$ cat config.mk
export PLATFORM = sky130hd
export DESIGN_NAME = lrre_exec
export DESIGN_NICKNAME = d
export VERILOG_FILES = /design/src/lrre_pkg.sv /design/src/lrre_mem_if.sv /design/src/lrre_regfile.sv /design/src/lrre_exec.sv
export SDC_FILE = /design/constraint.sdc
export NUM_CORES = 1
export LEC_CHECK = 0
export CAP_MARGIN = 30
export CORE_UTILIZATION = 55
export CTS_BUF_LIST = sky130_fd_sc_hd__clkbuf_2 sky130_fd_sc_hd__clkbuf_4 sky130_fd_sc_hd__clkbuf_8
export CTS_CLUSTER_SIZE = 14
export DETAILED_ROUTE_END_ITERATION = 10
export DONT_BUFFER_PORTS = 1
export PLACE_DENSITY = 0.7
export SLEW_MARGIN = 20
export SYNTH_ARGS = -nofsm -noshare
export SYNTH_HDL_FRONTEND = slang
export SYNTH_SLANG_ARGS = --single-unit
$ cat constraint.sdc
create_clock -name sys_clk_i -period 4.9 [get_ports sys_clk_i]
set_input_delay 0.98 -clock sys_clk_i [delete_from_list [all_inputs] [get_ports sys_clk_i]]
set_output_delay 0.98 -clock sys_clk_i [all_outputs]
set_load 0.01 [all_outputs]
$ cat src/lrre_pkg.sv
// constants for the literal-return and rotate-left execution slice
package lrre_pkg;

  localparam int unsigned INSTR_W   = 12;
  localparam int unsigned DATA_W    = 8;
  localparam int unsigned FILE_AW   = 5;
  localparam int unsigned PC_W_DEF  = 10;

  // opcode fields
  localparam int unsigned LIT_OP_HI = 11;
  localparam int unsigned LIT_OP_LO = 8;
  localparam int unsigned ROT_OP_HI = 11;
  localparam int unsigned ROT_OP_LO = 6;
  localparam int unsigned DEST_BIT  = 5;
  localparam int unsigned ADDR_HI   = 4;
  localparam int unsigned LIT_HI    = 7;
  localparam int unsigned MSB_BIT   = 7;

  localparam logic [3:0] OP_LIT_RET  = 4'h8;
  localparam logic [5:0] OP_ROT_LEFT = 6'h0D;

  // reset values
  localparam logic [DATA_W-1:0] W_RST     = 8'h00;
  localparam logic [DATA_W-1:0] RDATA_RST = 8'h00;
  localparam logic              CARRY_RST = 1'b0;

  typedef enum logic [0:0] {
    LRRE_RUN,
    LRRE_REFILL
  } lrre_state_e;

endpackage

$ cat src/lrre_mem_if.sv
// register-file access bundle between executor and file memory
interface lrre_mem_if #(
  parameter int unsigned AW = 5,
  parameter int unsigned DW = 8
);
  logic [AW-1:0] raddr;
  logic [DW-1:0] rdata;
  logic          we;
  logic [AW-1:0] waddr;
  logic [DW-1:0] wdata;

  modport ctrl (output raddr, output we, output waddr, output wdata, input rdata);
  modport mem  (input raddr, input we, input waddr, input wdata, output rdata);
endinterface

$ cat src/lrre_regfile.sv
// file register memory with registered read data
module lrre_regfile #(
  parameter int unsigned AW = 5,
  parameter int unsigned DW = 8
) (
  // clock and reset
  input  wire logic sys_clk_i,
  input  wire logic rst_i,
  // access port
  lrre_mem_if.mem   mif
);
  import lrre_pkg::*;

  logic [DW-1:0] store_q [2**AW];
  logic [DW-1:0] rdata_d;
  logic [DW-1:0] rdata_q;

  // read returns the value before a same-cycle write
  always_comb
  begin
    rdata_d = store_q[mif.raddr];
  end

  always_ff @(posedge sys_clk_i or posedge rst_i)
  begin
    if (rst_i)
    begin
      rdata_q <= RDATA_RST;
    end
    else
    begin
      rdata_q <= rdata_d;
    end
  end

  always_ff @(posedge sys_clk_i)
  begin
    if (mif.we)
    begin
      store_q[mif.waddr] <= mif.wdata;
    end
  end

  assign mif.rdata = rdata_q;

endmodule // lrre_regfile

$ cat src/lrre_exec.sv
// execution slice for literal return and rotate left through carry
module lrre_exec #(
  parameter int unsigned PC_W = lrre_pkg::PC_W_DEF
) (
  // clock and reset
  input  wire logic                         sys_clk_i,
  input  wire logic                         rst_i,
  // instruction issue
  input  wire logic                         instr_valid_i,
  input  wire logic [lrre_pkg::INSTR_W-1:0] instr_i,
  output logic                              ready_o,
  // return stack
  input  wire logic [PC_W-1:0]              stack_top_i,
  // file register preload
  input  wire logic                         preload_we_i,
  input  wire logic [lrre_pkg::FILE_AW-1:0] preload_addr_i,
  input  wire logic [lrre_pkg::DATA_W-1:0]  preload_data_i,
  // core state
  output logic [lrre_pkg::DATA_W-1:0]       w_o,
  output logic                              carry_o,
  output logic [PC_W-1:0]                   pc_o,
  output logic                              pc_load_o,
  output logic                              done_o,
  // file register write mirror
  output logic                              file_we_o,
  output logic [lrre_pkg::FILE_AW-1:0]      file_addr_o,
  output logic [lrre_pkg::DATA_W-1:0]       file_data_o
);
  import lrre_pkg::*;

  lrre_mem_if #(.AW(FILE_AW), .DW(DATA_W)) mif ();

  lrre_regfile #(
    .AW (FILE_AW),
    .DW (DATA_W)
  ) u_regfile (
    .sys_clk_i (sys_clk_i),
    .rst_i     (rst_i),
    .mif       (mif)
  );

  lrre_state_e          state_q;
  lrre_state_e          state_d;
  logic                 ready_q;
  logic                 ready_d;
  logic [DATA_W-1:0]    w_q;
  logic [DATA_W-1:0]    w_d;
  logic                 carry_q;
  logic                 carry_d;
  logic [PC_W-1:0]      pc_q;
  logic [PC_W-1:0]      pc_d;
  logic                 pc_load_q;
  logic                 pc_load_d;
  logic                 done_q;
  logic                 done_d;
  logic                 fwe_q;
  logic                 fwe_d;
  logic [FILE_AW-1:0]   faddr_q;
  logic [FILE_AW-1:0]   faddr_d;
  logic [DATA_W-1:0]    fdata_q;
  logic [DATA_W-1:0]    fdata_d;
  logic                 ex_rot_q;
  logic                 ex_rot_d;
  logic                 ex_dest_q;
  logic                 ex_dest_d;
  logic [FILE_AW-1:0]   ex_addr_q;
  logic [FILE_AW-1:0]   ex_addr_d;
  logic                 ex_fwd_q;
  logic                 ex_fwd_d;
  logic [DATA_W-1:0]    ex_fwd_data_q;
  logic [DATA_W-1:0]    ex_fwd_data_d;

  logic                 issue;
  logic                 is_lit;
  logic                 is_rot;
  logic                 core_we;
  logic [DATA_W-1:0]    src;
  logic [DATA_W-1:0]    rot_res;

  // decode and file access
  always_comb
  begin
    issue     = instr_valid_i & ready_q;
    is_lit    = (instr_i[LIT_OP_HI:LIT_OP_LO] == OP_LIT_RET);
    is_rot    = (instr_i[ROT_OP_HI:ROT_OP_LO] == OP_ROT_LEFT);
    mif.raddr = instr_i[ADDR_HI:0];
    // a write in the same cycle as the read is forwarded, memory returns old data
    src       = ex_fwd_q ? ex_fwd_data_q : mif.rdata;
    rot_res   = {src[MSB_BIT-1:0], carry_q};
    core_we   = ex_rot_q & ex_dest_q;
    // core write wins; a colliding preload is dropped
    mif.we    = core_we | preload_we_i;
    mif.waddr = core_we ? ex_addr_q : preload_addr_i;
    mif.wdata = core_we ? rot_res : preload_data_i;
  end

  // next state
  always_comb
  begin
    state_d       = state_q;
    w_d           = w_q;
    carry_d       = carry_q;
    pc_d          = pc_q;
    pc_load_d     = 1'b0;
    ex_rot_d      = issue & is_rot;
    ex_dest_d     = instr_i[DEST_BIT];
    ex_addr_d     = instr_i[ADDR_HI:0];
    ex_fwd_d      = mif.we && (mif.waddr == instr_i[ADDR_HI:0]);
    ex_fwd_data_d = mif.wdata;
    fwe_d         = core_we;
    faddr_d       = ex_addr_q;
    fdata_d       = rot_res;
    done_d        = ex_rot_q | (state_q == LRRE_REFILL);
    if (ex_rot_q)
    begin
      carry_d = src[MSB_BIT];
      if (!ex_dest_q)
      begin
        w_d = rot_res;
      end
    end
    // a later literal return overrides an older rotate into W
    if (issue && is_lit)
    begin
      w_d       = instr_i[LIT_HI:0];
      pc_d      = stack_top_i;
      pc_load_d = 1'b1;
    end
    case (state_q)
      LRRE_RUN:
      begin
        if (issue && is_lit)
        begin
          state_d = LRRE_REFILL;
        end
      end
      LRRE_REFILL:
      begin
        state_d = LRRE_RUN;
      end
      default:
      begin
        state_d = LRRE_RUN;
      end
    endcase
    ready_d = (state_d == LRRE_RUN);
  end

  always_ff @(posedge sys_clk_i or posedge rst_i)
  begin
    if (rst_i)
    begin
      state_q       <= LRRE_RUN;
      ready_q       <= 1'b1;
      w_q           <= W_RST;
      carry_q       <= CARRY_RST;
      pc_q          <= '0;
      pc_load_q     <= 1'b0;
      done_q        <= 1'b0;
      fwe_q         <= 1'b0;
      faddr_q       <= '0;
      fdata_q       <= '0;
      ex_rot_q      <= 1'b0;
      ex_dest_q     <= 1'b0;
      ex_addr_q     <= '0;
      ex_fwd_q      <= 1'b0;
      ex_fwd_data_q <= '0;
    end
    else
    begin
      state_q       <= state_d;
      ready_q       <= ready_d;
      w_q           <= w_d;
      carry_q       <= carry_d;
      pc_q          <= pc_d;
      pc_load_q     <= pc_load_d;
      done_q        <= done_d;
      fwe_q         <= fwe_d;
      faddr_q       <= faddr_d;
      fdata_q       <= fdata_d;
      ex_rot_q      <= ex_rot_d;
      ex_dest_q     <= ex_dest_d;
      ex_addr_q     <= ex_addr_d;
      ex_fwd_q      <= ex_fwd_d;
      ex_fwd_data_q <= ex_fwd_data_d;
    end
  end

  assign ready_o     = ready_q;
  assign w_o         = w_q;
  assign carry_o     = carry_q;
  assign pc_o        = pc_q;
  assign pc_load_o   = pc_load_q;
  assign done_o      = done_q;
  assign file_we_o   = fwe_q;
  assign file_addr_o = faddr_q;
  assign file_data_o = fdata_q;

  property p_pc_from_stack;
    @(posedge sys_clk_i) disable iff (rst_i)
    issue && is_lit |=> pc_load_o && (pc_o == $past(stack_top_i));
  endproperty
  a_pc_from_stack: assert property (p_pc_from_stack)
    else $error("pc not loaded from stack top");

  property p_lit_to_w;
    @(posedge sys_clk_i) disable iff (rst_i)
    issue && is_lit |=> (w_o == $past(instr_i[LIT_HI:0]))
      && (carry_o == ($past(ex_rot_q) ? $past(src[MSB_BIT]) : $past(carry_o)));
  endproperty
  a_lit_to_w: assert property (p_lit_to_w)
    else $error("literal not in W or carry changed");

  property p_two_cycles;
    @(posedge sys_clk_i) disable iff (rst_i)
    issue && is_lit |=> !ready_o ##1 (ready_o && done_o);
  endproperty
  a_two_cycles: assert property (p_two_cycles)
    else $error("literal return not two cycles");

  property p_rot_carry;
    @(posedge sys_clk_i) disable iff (rst_i)
    ex_rot_q |=> carry_o == $past(src[MSB_BIT]);
  endproperty
  a_rot_carry: assert property (p_rot_carry)
    else $error("carry not old bit seven");

  property p_carry_hold;
    @(posedge sys_clk_i) disable iff (rst_i)
    !ex_rot_q |=> $stable(carry_o);
  endproperty
  a_carry_hold: assert property (p_carry_hold)
    else $error("carry changed outside rotate");

  property p_rot_addr;
    @(posedge sys_clk_i) disable iff (rst_i)
    issue && is_rot && instr_i[DEST_BIT] |=> ##1 file_we_o && (file_addr_o == $past(instr_i[ADDR_HI:0], 2));
  endproperty
  a_rot_addr: assert property (p_rot_addr)
    else $error("rotate wrote wrong register");

  property p_rot_to_w;
    @(posedge sys_clk_i) disable iff (rst_i)
    ex_rot_q && !ex_dest_q && !(issue && is_lit) |=> !file_we_o && (w_o == $past(rot_res));
  endproperty
  a_rot_to_w: assert property (p_rot_to_w)
    else $error("rotate to W misrouted");

  property p_rot_single;
    @(posedge sys_clk_i) disable iff (rst_i)
    ex_rot_q && ex_dest_q |=> done_o && (file_data_o == {$past(src[MSB_BIT-1:0]), $past(carry_o)});
  endproperty
  a_rot_single: assert property (p_rot_single)
    else $error("rotate result wrong");

  c_lit: cover property (@(posedge sys_clk_i) disable iff (rst_i) issue && is_lit);
  c_rot_file: cover property (@(posedge sys_clk_i) disable iff (rst_i) ex_rot_q && ex_dest_q);
  c_rot_w: cover property (@(posedge sys_clk_i) disable iff (rst_i) ex_rot_q && !ex_dest_q);
  c_rot_fwd: cover property (@(posedge sys_clk_i) disable iff (rst_i) ex_rot_q && ex_fwd_q);

endmodule // lrre_exec

==> results.sh <==
export IMPL_ctsResizeCount=0
export IMPL_synth_avg_cell_area_sq_um=19.81
export IMPL_swShare_pct=21.63
export IMPL_post_place_ws_ns=1.476
export IMPL_num_rows=53
export IMPL_n_antenna_cell=0
export IMPL_io_buffers=0
export IMPL_postSynthCellCount=613
export IMPL_power_internal_mw=4.167
export IMPL_wl_um=25270
export IMPL_tns_ns=0
export IMPL_holdBufCountCts=0
export IMPL_synth_top_area_cell="edfxtp_1"
export IMPL_synth_edf_count=256
export IMPL_die_h_um=150.6
export IMPL_rsz0062_at_grt="false"
export IMPL_power_frac_comb_pct=5.3
export IMPL_timing_worst_setup_path_type="reg2reg"
export IMPL_cts_buffers=47
export IMPL_hold_viol=0
export IMPL_die_area_sq_mm=0.02267
export IMPL_seqPwrFrac_pct=57.6
export IMPL_slew_viol_final=0
export IMPL_dr_pass1_iters=5
export IMPL_grt_usage_pct=23.54
export IMPL_slowest_stage="nor2_1"
export IMPL_path_buf_inv=1
export IMPL_drive_gt1_share_pct=27.75
export IMPL_cp_top_family="simple AND/OR/NAND/NOR gates"
export IMPL_insertion_delay_ns=0.56
export IMPL_start_util_pct=56.86
export IMPL_drtIter0Drc=635
export IMPL_cts_tree="done"
export IMPL_dpl_hpwl_um=16260
export IMPL_clk_pin_slew_worst_paths_ns=0.06
export IMPL_wl_per_cell_um=26.43
export IMPL_finalCritPeriodShare_pct=59.81
export IMPL_via_count=5930
export IMPL_required_ns=5.08
export IMPL_netlist_top_cells_area="edfxtp_1 63%, mux4_2 15%, dfrtp_1 12%"
export IMPL_ys_ff_latch=317
export IMPL_grt_overflow=0
export IMPL_relSlewSlack_pct=22.05
export IMPL_yosysUniqueCellTypes=34
export IMPL_clkPwrFrac_pct=37.1
export IMPL_cts_root_buf="clkbuf_8"
export IMPL_fillers=1448
export IMPL_max_freq_mhz=341.2
export IMPL_powerDensity_mw_per_mm2=394.4
export IMPL_grt_antenna_before_repair=0
export IMPL_final_common_cell="edfxtp_1"
export IMPL_fin_crit_ns=2.931
export IMPL_remaining_drc_errors=0
export IMPL_cap_violations=0
export IMPL_syn_nets=652
export IMPL_grt_max_degree=69
export IMPL_netlist_area_sq_mm=0.01214
export IMPL_crit_fanout=11
export IMPL_switching_power_mw=1.150
export IMPL_clock_sinks=317
export IMPL_h_tree_depth=2
export IMPL_grt_pass1_vias=6059
export IMPL_clock_path_buffers=3
export IMPL_startpoint_type="flip-flop"
export IMPL_antenna_left=0
export IMPL_finalSetupViolCount=0
export IMPL_fin_ws_ns=1.969
export IMPL_path_cells="nand2_1 -> inv_2 -> mux2i_1 -> nand3_1 -> nor2_1"
export IMPL_yosysSeqAreaShare_pct=75.90
export IMPL_grt_pass1_wl_um=37540
export IMPL_worstMarginPinSlew_ns=1.169
export IMPL_skew_ns=0.02174
export IMPL_async_flop_share_pct=19.24
export IMPL_min_path_type="in2async"
export IMPL_synthFlopType="edfxtp_1"
export IMPL_arrival_ns=3.11
export IMPL_mostFrequentLayoutCells="256 x edfxtp_1, 80 x mux4_2, 60 x dfrtp_1, 58 x nand2_1, 48 x clkbuf_8"
export IMPL_coreArea_sq_mm=0.02135
export IMPL_yosys_warnings=0
export IMPL_syn_to_final_growth_pct=11.04
export IMPL_synth_top_cell_area_share_pct=63.31
export IMPL_leakagePower_nw=4.564
export IMPL_viasPerCell=6.203
export IMPL_ir_drop_v=0.0001743
export IMPL_slowest_delay_ns=0.61
export IMPL_cts_setup_buffers=0
export IMPL_end_kind="flip-flop"
export IMPL_die_w_um=150.6
export IMPL_finalNetCount=685
export IMPL_io_pins=75
export IMPL_gp_congestion=0.8601
export IMPL_status="complete, no violations"
area by class of cell:
type | instances | area (sq um) | share of cell area [%]
clock inverter | 18 | 80.08 | 0.5940
sequential | 317 | 9215 | 68.35
tap | 275 | 344.1 | 2.552
inverter | 14 | 52.55 | 0.3898
clock buffer | 66 | 795.8 | 5.903
timing repair buffer | 12 | 182.7 | 1.355
multi-input combinational | 254 | 2811 | 20.85
logic make-up (layout without fill, tap and decap cells):
| family | Yosys count | after routing | share of synthesized area [%] |
|---|---|---|---|
| and+or+nand+nor | 118 | 118 | 4.122 |
| AOI/OAI and AO/OA | 33 | 33 | 1.566 |
| buffers and inverters | 42 | 110 | 1.597 |
| muxes | 101 | 101 | 16.67 |
| xor gates and xnor gates | 2 | 2 | 0.1443 |
| DFF | 317 | 317 | 75.90 |
sequential cells by signal (all words and copies together) (netlist names), 5 cells and up:
name / cells
ex_addr_q: 5
ex_fwd_data_q: 8
file_addr_o: 5
file_data_o: 8
pc_o: 10
u_regfile.mif.rdata: 8
u_regfile.store_q: 256
w_o: 8
per-layer routing:
metal / track usage (%) / wire [um]
met1: 32.21 / 10390
met2: 36.34 / 11570
met3: 6.121 / 2453
met4: 9.700 / 859
met5: 0 / 0
cell usage after synthesis, types with 2 or more instances:
| cell type | count |
|---|---|
| o21ai_1 | 21 |
| dfrtp_1 | 60 |
| o21ai_0 | 2 |
| mux4_2 | 80 |
| nor2_1 | 36 |
| buf_1 | 4 |
| nand2_1 | 58 |
| edfxtp_1 | 256 |
| mux2_2 | 10 |
| inv_2 | 3 |
| mux2i_1 | 11 |
| clkbuf_1 | 15 |
| buf_2 | 5 |
| a32oi_1 | 4 |
| a21oi_1 | 3 |
| inv_1 | 11 |
| buf_6 | 4 |
| and3b_1 | 2 |
| nand3_1 | 12 |
| xnor2_1 | 2 |
power groups by stage:
stage,registers [mW],logic (mW),clock network (mW)
floorplan,3.10,0.211,0
global placement,3.12,0.262,0
detailed placement,3.12,0.277,0
CTS,3.07,0.279,2.01
global route,3.07,0.301,2.13
finish,3.06,0.280,1.97
final timing paths:
kind	endpoint	from	slack (ns)	cells after the start
max in group asynchronous	ex_fwd_data_q[4]	rst_i	3.79	2
worst min register to register	file_addr_o[2]	ex_addr_q[2]	0.40	0
worst max-delay path	u_regfile.store_q[7][5]	ex_rot_q	1.97	5
min in group sys_clk_i	file_addr_o[2]	ex_addr_q[2]	0.40	0
worst min-delay path	u_regfile.mif.rdata[3]	rst_i	0.26	1
worst max register to register	u_regfile.store_q[7][5]	ex_rot_q	1.97	5
metrics by stage:
stage / utilization (%) / cell area, sq um / power, mW / hold slack [ns] / cells
5_1_grt: 63.14 / 13480 / 5.506 / 0.2565 / 956
3_5_place_dp: 58.71 / 12540 / 3.397 / 0.3792 / 868
6_report: 63.14 / 13480 / 5.317 / 0.2560 / 956
3_3_place_gp: 58.29 / 12450 / 3.380 / 0.3835 / 863
2_1_floorplan: - / 12140 / 3.315 / 0.3543 / 613
4_1_cts: 62.81 / 13410 / 5.349 / 0.2412 / 952
(Power assumes the default switching activity.)
